--- src/include/conv_ctrl_regs.vh ---
// Register offsets, field positions and timing constants of the converter control block
`ifndef CONV_CTRL_REGS_VH
`define CONV_CTRL_REGS_VH
// Printed offsets are register indices; byte address is four times the index
`define IDX_DIDR 4'h1
`define IDX_CTRLB 4'h3
`define IDX_RESL 4'h4
`define IDX_RESH 4'h5
`define IDX_CTRLA 4'h6
`define ADDR_DIDR 12'h004
`define ADDR_CTRLB 12'h00c
`define ADDR_RESL 12'h010
`define ADDR_RESH 12'h014
`define ADDR_CTRLA 12'h018
// Own register: pin input view
`define ADDR_PINS 12'h020
// converter_control_a fields
`define A_ON 7
`define A_START 6
`define A_AUTO 5
`define A_DONE 4
`define A_IE 3
// converter_control_b fields
`define B_BIP 7
`define B_LEFT 4
`define REG_RESET 8'h00
`define FIRST_CYCLES 8'd25
`define NORMAL_CYCLES 8'd13
`define TRIG_FREE 3'h0
// Prescaler terminal counts, one less than the division factor
`define DIV_MAX_2 7'h01
`define DIV_MAX_4 7'h03
`define DIV_MAX_8 7'h07
`define DIV_MAX_16 7'h0f
`define DIV_MAX_32 7'h1f
`define DIV_MAX_64 7'h3f
`define DIV_MAX_128 7'h7f
`endif

--- src/rtl/conv_ctrl.v ---
// Converter control, status and result logic with an APB register slave
//
// Chosen here: the APB register port.
`timescale 1ns/1ps
`include "conv_ctrl_regs.vh"
module conv_ctrl #(
  parameter DW = 10
) (
  input wire pclk,
  input wire presetn,
  input wire psel,
  input wire penable,
  input wire pwrite,
  input wire [11:0] paddr,
  input wire [31:0] pwdata,
  output reg [31:0] prdata,
  output reg pready,
  output reg pslverr,
  input wire [DW-1:0] sample_pos,
  input wire [DW-1:0] sample_neg,
  input wire [6:0] trig_src,
  input wire global_irq_enable,
  input wire irq_ack,
  input wire [7:0] pin_in,
  output reg irq_req,
  output reg conv_power,
  output reg [7:0] input_buf_off,
  output reg [7:0] pin_view
);
  localparam S_IDLE = 2'b00;
  localparam S_CONV = 2'b01;

  reg [7:0] ctrl_a_q;
  reg [7:0] ctrl_b_q;
  reg [7:0] didr_q;
  reg [DW-1:0] result_q;
  reg [DW-1:0] res_latch_q;
  reg lock_q;
  reg [1:0] state_q;
  reg [7:0] cyc_q;
  reg [7:0] cyc_len_q;
  reg first_q;
  reg [6:0] pre_q;
  reg trig_prev_q;
  reg [DW-1:0] pos_s1_q, pos_s2_q, neg_s1_q, neg_s2_q;
  reg [6:0] trg_s1_q, trg_s2_q;
  reg [7:0] pin_s1_q, pin_s2_q;
  reg gie_s1_q, gie_s2_q;

  wire wr = psel & penable & pwrite;
  wire rd = psel & penable & ~pwrite;
  wire wr_a = wr & (paddr == `ADDR_CTRLA);
  wire wr_b = wr & (paddr == `ADDR_CTRLB);
  wire busy = (state_q == S_CONV);
  wire on_next = wr_a ? pwdata[`A_ON] : ctrl_a_q[`A_ON];

  // Prescaler terminal count per divider code
  reg [6:0] div_max;
  always @* begin
    case (ctrl_a_q[2:0])
      3'h0, 3'h1: div_max = `DIV_MAX_2;
      3'h2: div_max = `DIV_MAX_4;
      3'h3: div_max = `DIV_MAX_8;
      3'h4: div_max = `DIV_MAX_16;
      3'h5: div_max = `DIV_MAX_32;
      3'h6: div_max = `DIV_MAX_64;
      default: div_max = `DIV_MAX_128;
    endcase
  end
  wire adc_tick = (pre_q >= div_max);

  // Selected trigger signal; code 0 is free running and gives no edge
  reg trig_sel;
  always @* begin
    if (ctrl_b_q[2:0] == `TRIG_FREE)
      trig_sel = 1'b0;
    else
      trig_sel = trg_s2_q[ctrl_b_q[2:0] - 3'h1];
  end
  wire trig_edge = ctrl_a_q[`A_AUTO] & trig_sel & ~trig_prev_q;

  // Converted value from synchronised inputs
  reg [DW-1:0] conv_val;
  always @* begin
    if (ctrl_b_q[`B_BIP])
      conv_val = pos_s2_q - neg_s2_q;
    else if (neg_s2_q > pos_s2_q)
      conv_val = {DW{1'b0}};
    else
      conv_val = pos_s2_q - neg_s2_q;
  end

  wire free_mode = ctrl_a_q[`A_AUTO] & (ctrl_b_q[2:0] == `TRIG_FREE);
  wire sw_start = wr_a & pwdata[`A_START] & pwdata[`A_ON];
  wire conv_end = busy & adc_tick & (cyc_q == cyc_len_q - 8'd1);
  wire auto_start = (trig_edge | (free_mode & conv_end)) & ctrl_a_q[`A_ON];
  wire start = (sw_start | auto_start) & on_next & (~busy | conv_end);
  wire done_set = conv_end & on_next;
  wire upd_res = done_set & ~lock_q;

  always @(posedge pclk or negedge presetn) begin
    if (!presetn) begin
      pos_s1_q <= {DW{1'b0}};
      pos_s2_q <= {DW{1'b0}};
      neg_s1_q <= {DW{1'b0}};
      neg_s2_q <= {DW{1'b0}};
      trg_s1_q <= 7'h00;
      trg_s2_q <= 7'h00;
      pin_s1_q <= 8'h00;
      pin_s2_q <= 8'h00;
      gie_s1_q <= 1'b0;
      gie_s2_q <= 1'b0;
    end else begin
      pos_s1_q <= sample_pos;
      pos_s2_q <= pos_s1_q;
      neg_s1_q <= sample_neg;
      neg_s2_q <= neg_s1_q;
      trg_s1_q <= trig_src;
      trg_s2_q <= trg_s1_q;
      pin_s1_q <= pin_in;
      pin_s2_q <= pin_s1_q;
      gie_s1_q <= global_irq_enable;
      gie_s2_q <= gie_s1_q;
    end
  end

  // Prescaler runs only while a conversion is busy
  always @(posedge pclk or negedge presetn) begin
    if (!presetn) begin
      pre_q <= 7'h00;
    end else begin
      pre_q <= (adc_tick | ~busy) ? 7'h00 : pre_q + 7'h01;
    end
  end

  // Last level of the selected trigger, for edge detection
  always @(posedge pclk or negedge presetn) begin
    if (!presetn) begin
      trig_prev_q <= 1'b0;
    end else begin
      trig_prev_q <= trig_sel;
    end
  end

  // Next state of the conversion sequencer
  reg [1:0] state_d;
  reg [7:0] cyc_d;
  reg [7:0] cyc_len_d;
  reg first_d;
  always @* begin
    state_d = state_q;
    cyc_d = cyc_q;
    cyc_len_d = cyc_len_q;
    first_d = first_q;
    case (state_q)
      S_IDLE: begin
        if (start) begin
          state_d = S_CONV;
          cyc_d = 8'h00;
          cyc_len_d = first_q ? `FIRST_CYCLES : `NORMAL_CYCLES;
          first_d = 1'b0;
        end
      end
      S_CONV: begin
        if (start) begin
          // Back-to-back conversion straight from completion
          cyc_d = 8'h00;
          cyc_len_d = first_q ? `FIRST_CYCLES : `NORMAL_CYCLES;
          first_d = 1'b0;
        end else if (conv_end) begin
          state_d = S_IDLE;
        end else if (adc_tick) begin
          cyc_d = cyc_q + 8'h01;
        end
      end
      default: begin
        state_d = S_IDLE;
      end
    endcase
    if (!on_next) begin
      state_d = S_IDLE;
      cyc_d = 8'h00;
      first_d = 1'b1;
    end
  end

  // Sequencer registers
  always @(posedge pclk or negedge presetn) begin
    if (!presetn) begin
      state_q <= S_IDLE;
      cyc_q <= 8'h00;
      cyc_len_q <= `NORMAL_CYCLES;
      first_q <= 1'b1;
    end else begin
      state_q <= state_d;
      cyc_q <= cyc_d;
      cyc_len_q <= cyc_len_d;
      first_q <= first_d;
    end
  end

  // Control register A; hardware set of the done flag wins over a clear
  always @(posedge pclk or negedge presetn) begin
    if (!presetn) begin
      ctrl_a_q <= `REG_RESET;
    end else begin
      if (wr_a) begin
        ctrl_a_q[`A_ON] <= pwdata[`A_ON];
        ctrl_a_q[`A_AUTO] <= pwdata[`A_AUTO];
        ctrl_a_q[`A_IE] <= pwdata[`A_IE];
        ctrl_a_q[2:0] <= pwdata[2:0];
      end
      if (done_set)
        ctrl_a_q[`A_DONE] <= 1'b1;
      else if ((wr_a && pwdata[`A_DONE]) || irq_ack)
        ctrl_a_q[`A_DONE] <= 1'b0;
      // Busy bit follows the sequencer, so a written zero changes nothing
      ctrl_a_q[`A_START] <= start | (busy & ~conv_end & on_next);
    end
  end

  // Control register B, reserved bits kept as plain storage
  always @(posedge pclk or negedge presetn) begin
    if (!presetn) begin
      ctrl_b_q <= `REG_RESET;
    end else begin
      if (wr_b)
        ctrl_b_q <= pwdata[7:0];
    end
  end

  // Digital input disable
  always @(posedge pclk or negedge presetn) begin
    if (!presetn) begin
      didr_q <= `REG_RESET;
    end else begin
      if (wr && paddr == `ADDR_DIDR)
        didr_q <= pwdata[7:0];
    end
  end

  // Result of the last completed, unlocked conversion
  always @(posedge pclk or negedge presetn) begin
    if (!presetn) begin
      result_q <= {DW{1'b0}};
    end else begin
      if (upd_res)
        result_q <= conv_val;
    end
  end

  // Low-byte read freezes the pair until the high byte is read
  always @(posedge pclk or negedge presetn) begin
    if (!presetn) begin
      res_latch_q <= {DW{1'b0}};
      lock_q <= 1'b0;
    end else begin
      if (rd && paddr == `ADDR_RESL) begin
        lock_q <= 1'b1;
        res_latch_q <= upd_res ? conv_val : result_q;
      end else if (rd && paddr == `ADDR_RESH)
        lock_q <= 1'b0;
    end
  end

  // Read view of result; justification applies at read time
  wire [DW-1:0] res_view = lock_q ? res_latch_q : result_q;
  wire [15:0] res_right = {{(16-DW){1'b0}}, res_view};
  wire [15:0] res_left = {res_view, {(16-DW){1'b0}}};
  wire [15:0] res_pair = ctrl_b_q[`B_LEFT] ? res_left : res_right;

  reg [7:0] rd_mux;
  reg addr_ok;
  always @* begin
    addr_ok = 1'b1;
    case (paddr)
      `ADDR_CTRLA: rd_mux = ctrl_a_q;
      `ADDR_CTRLB: rd_mux = ctrl_b_q;
      `ADDR_DIDR: rd_mux = didr_q;
      `ADDR_RESL: rd_mux = res_pair[7:0];
      `ADDR_RESH: rd_mux = res_pair[15:8];
      `ADDR_PINS: rd_mux = pin_s2_q & ~didr_q;
      default: begin
        rd_mux = 8'h00;
        addr_ok = 1'b0;
      end
    endcase
  end

  // APB answer: no wait state, ready in the first access cycle
  always @(posedge pclk or negedge presetn) begin
    if (!presetn) begin
      prdata <= 32'h0000_0000;
      pready <= 1'b0;
      pslverr <= 1'b0;
    end else begin
      pready <= psel & ~penable;
      pslverr <= psel & ~penable & ~addr_ok;
      prdata <= (psel & ~penable & ~pwrite) ? {24'h00_0000, rd_mux} : 32'h0000_0000;
    end
  end

  // Interrupt request
  always @(posedge pclk or negedge presetn) begin
    if (!presetn) begin
      irq_req <= 1'b0;
    end else begin
      irq_req <= ctrl_a_q[`A_DONE] & ctrl_a_q[`A_IE] & gie_s2_q;
    end
  end

  // Converter power
  always @(posedge pclk or negedge presetn) begin
    if (!presetn) begin
      conv_power <= 1'b0;
    end else begin
      conv_power <= ctrl_a_q[`A_ON];
    end
  end

  // Input buffer control and masked pin view
  always @(posedge pclk or negedge presetn) begin
    if (!presetn) begin
      input_buf_off <= 8'h00;
      pin_view <= 8'h00;
    end else begin
      input_buf_off <= didr_q;
      pin_view <= pin_s2_q & ~didr_q;
    end
  end
endmodule // conv_ctrl

--- config.mk ---
export PLATFORM = sky130hd
export DESIGN_NAME = conv_ctrl
export DESIGN_NICKNAME = d
export VERILOG_FILES = /design/src/rtl/conv_ctrl.v
export VERILOG_INCLUDE_DIRS = /design/src /design/src/include
export SDC_FILE = /design/constraint.sdc
export NUM_CORES = 1
export LEC_CHECK = 0
export ABC_AREA = 1
export BUFFER_PORTS_ARGS = -buffer_cell sky130_fd_sc_hd__buf_4
export CAP_MARGIN = 20
export CORE_ASPECT_RATIO = 1.75
export CORE_MARGIN = 1
export CORE_UTILIZATION = 40
export CTS_CLUSTER_SIZE = 14
export DETAILED_ROUTE_END_ITERATION = 12
export SYNTH_ARGS = -nofsm -noshare
export SYNTH_HDL_FRONTEND = slang
export SYNTH_SLANG_ARGS = --single-unit
--- constraint.sdc ---
create_clock -name pclk -period 2.3 [get_ports pclk]
set_input_delay 0.46 -clock pclk [delete_from_list [all_inputs] [get_ports pclk]]
set_output_delay 0.46 -clock pclk [all_outputs]
set_load 0.05 [all_outputs]
==> reports/qor.yml <==
clock_tree:
  clockBufferDepth: 2
  clk_latency_ps: 430
  cts.sinks: 165
  clk_pin_slew_ps: 70
  h-tree-depth: 4
  cts_root_buffer: "clkbuf_16"
  cts_tree: "done"
  cts_buffers: 17
logic_synthesis:
  synth_compound_area_share_pct: 6.947
  synth_seq_area_share_pct: 57.21
  synthSimpleGateAreaFrac_pct: 20.44
  muxShareOfSynthArea_pct: 0.4158
  syn_inst: 767
  syn_area_um2: 7222
  ys_ff_latch: 165
  synth_top_family_by_area: "simple AND/OR/NAND/NOR gates"
  yosys_warnings: 0
  yosysUniqueCellTypes: 52
  avgSynthCellArea_um2: 9.416
  synthAdderAreaFrac_pct: 3.915
  synth-xor-area-share_pct: 1.698
place:
  dp_cells: 1111
  post-place-ws_ps: 26.57
  place.gp.congestion: 0.9101
  io_buffers: 89
  post-dp-hpwl_um: 11560
timing:
  period_share_pct: 94.42
  setup-tns-final_ps: 0
  setup-violations-final: 0
  hold_viol: 0
  fin_crit_ps: 2172
  skew_ps: 8.162
  worst_slack_ps: 128.4
  fmax_mhz: 460.5
  drv_slew: 0
  grt_setup_unrepaired: "yes"
drt:
  wl_per_cell_um: 13.44
  vias_per_cell: 4.651
  drt.antenna.violating_nets: 0
  remaining_drc_errors: 0
  num_vias: 5335
  drt_iter0_drc: 189
  firstDrtPassIters: 4
  wl_um: 15410
setup_path:
  start_kind: "flop"
  critPathKind: "reg2reg"
  cp.arrival_ps: 2540
  cp-end-kind: "flop"
  cp.required_ps: 2670
  critPathMaxFanout: 8
power_and_ir_drop:
  leakage_nw: 4.666
  fin_total_pwr_mw: 6.382
  p_per_area_nw_per_um2: 704.2
  vdd_drop_max_v: 0.0006517
run:
  maxCapViolCount: 0
floorplan:
  die-height_um: 179.8
  die_area_um2: 18620
  ioPinCount: 138
  core_area_um2: 17540
  rows: 64
  initial_core_util_pct: 41.18
  die_w_um: 103.6
final_layout:
  fin_cells: 1147
  fin_nets: 1012
  synthToLayoutAreaGrowth_pct: 25.49
  fill_cells: 1669
  drive_gt1_share_pct: 22.93
  n_antenna_cell: 0
global_route:
  grtUsageTotal_pct: 17.13
  grt_pass1_vias: 5312
  grt_pass1_wl_um: 24650
  grt.overflow.total: 0
  grt_max_degree: 52
  antenna_found_initial: 0
outcome:
  status: "finished, final reports clean"
min_path:
  hold_class: "in2reg"
## metal layers
metal	global-route usage, %	wire [µm]	vias up
met3	3.445	532	34
met5	0	0	-
met1	17.18	5905	2497
met4	11.71	782	0
li1	-	-	2657
met2	31.46	8190	147
## where the power goes
| group | internal (mW) | switching, mW | total (mW) | leakage (nW) |
|---|---|---|---|---|
| Combinational | 0.160 | 0.332 | 0.492 | 2.32 |
| Clock | 1.72 | 1.17 | 2.89 | 0.286 |
| Sequential | 2.98 | 0.0202 | 3.00 | 2.06 |
## registers in the layout, indices dropped and copies added (netlist names), 8 cells and up
name / flops
ctrl_a_q: 8
ctrl_b_q: 8
cyc_q: 8
didr_q: 8
input_buf_off: 8
neg_s1_q: 10
neg_s2_q: 10
pin_s1_q: 8
pin_s2_q: 8
pin_view: 8
pos_s1_q: 10
pos_s2_q: 10
prdata: 8
res_latch_q: 10
result_q: 10
## stage by stage
step	utilization (%)	cell area, µm²	hold WS (ps)
global route	51.68	9062	115.5
detailed placement	47.45	8320	334.7
floorplan	-	7308	164.4
global placement	47.45	8320	333.1
finish	51.68	9062	136.3
CTS	50.93	8932	117.4
## cells by family after synthesis
family,after synthesis
mux,3
buf+inv,148
compound gates,88
simple gates,326
xor+xnor,14
other cells,1
flops,165
fa+ha+maj,22
## synth_stat cells, drive strengths merged
| master | count | share of area, % |
|---|---|---|
| o21a | 1 | 0.10 |
| a211oi | 2 | 0.21 |
| ha | 21 | 3.6 |
| fa | 1 | 0.28 |
| buf | 29 | 3.1 |
| a221oi | 3 | 0.36 |
| o211ai | 1 | 0.10 |
| inv | 115 | 6.0 |
| a21o | 1 | 0.10 |
| mux2i | 3 | 0.42 |
| o31ai | 1 | 0.10 |
| a21oi | 18 | 1.2 |
| a32oi | 1 | 0.12 |
| o21ai | 49 | 3.4 |
| a2111oi | 1 | 0.12 |
| a31oi | 1 | 0.087 |
| nor2 | 44 | 2.7 |
| nand2 | 207 | 11 |
| and3 | 1 | 0.087 |
| o2111ai | 1 | 0.12 |
| xor2 | 13 | 1.6 |
| nand4 | 7 | 0.61 |
| nor4 | 2 | 0.17 |
| nor3 | 18 | 1.4 |
| o22ai | 3 | 0.26 |
| xnor2 | 1 | 0.12 |
| nand3 | 36 | 3.2 |
| nand3b | 6 | 0.68 |
| dfrtp | 163 | 56 |
| o21bai | 3 | 0.31 |
| nor3b | 2 | 0.21 |
| or2 | 3 | 0.26 |
| conb | 1 | 0.052 |
| dfstp | 2 | 0.73 |
| clkbuf | 4 | 0.26 |
| o32ai | 1 | 0.12 |
| a22o | 1 | 0.12 |
## repair_timing
action | CTS | global route
buffers inserted | 0 | 2
hold buffers | 1 | 0
setup endpoints to repair | 0 | 24
resized for setup | 0 | 35
hold endpoints to repair | 23 | 0
## path summary, 6_finish.rpt
kind,from,end,slack [ps],cells past startpoint
setup / recovery,ctrl_a_q[1]$_DFFE_PN0P_,cyc_q[2]$_DFFE_PN0P_,130,15
hold / removal,pin_in[4],pin_s1_q[4]$_DFF_PN0_,140,1
setup reg to reg,ctrl_a_q[1]$_DFFE_PN0P_,cyc_q[2]$_DFFE_PN0P_,130,15
hold reg to reg,neg_s1_q[1]$_DFF_PN0_,neg_s2_q[1]$_DFF_PN0_,350,0
max in group asynchronous,presetn,prdata[7]$_DFF_PN0_,1200,3
min in group asynchronous,presetn,pre_q[2]$_DFF_PN0_,470,2
## worst max-delay path, stage by stage, from the launching register on
cell      delay, ps
dfrtp_1         380
buf_6           120
nand3_1          70
ha_1            320
a21o_1          200
nor2_2          120
nand2_2          80
nand3b_1         80
nand2_1          60
nand2_1          70
nand2_2          80
inv_2            70
nand4_1         140
nand3_4         190
nand2_1          70
nand2_1          60
## placed cells by master (no fill, tap or decap), drive strengths merged, types with 2 or more instances in the layout
cell      instances
nand2           207
bufinv            3
dfstp             2
conb             24
nand3b            6
buf             125
nor3b             2
a221oi            3
nor3             18
o21ai            50
a21oi            18
o21bai            3
o22ai             3
inv             120
clkinvlp          3
a211oi            2
nand4             7
mux2i             3
xor2             13
nor2             44
clkinv            2
nor4              2
ha               21
or2               3
clkbuf           18
dfrtp           163
nand3            37
## area by class of cell
cell class,count,area (µm²),share of cell area [%]
clock inverters,13,172.7,1.905
flip-flops and latches,165,4133,45.60
inverters,115,431.7,4.763
repair buffers,126,997.2,11.00
clock buffers,18,429.2,4.736
well taps,231,289.0,3.189
multi-input cells,479,2610,28.80
Note: power is estimated with default switching activity, not from simulation.
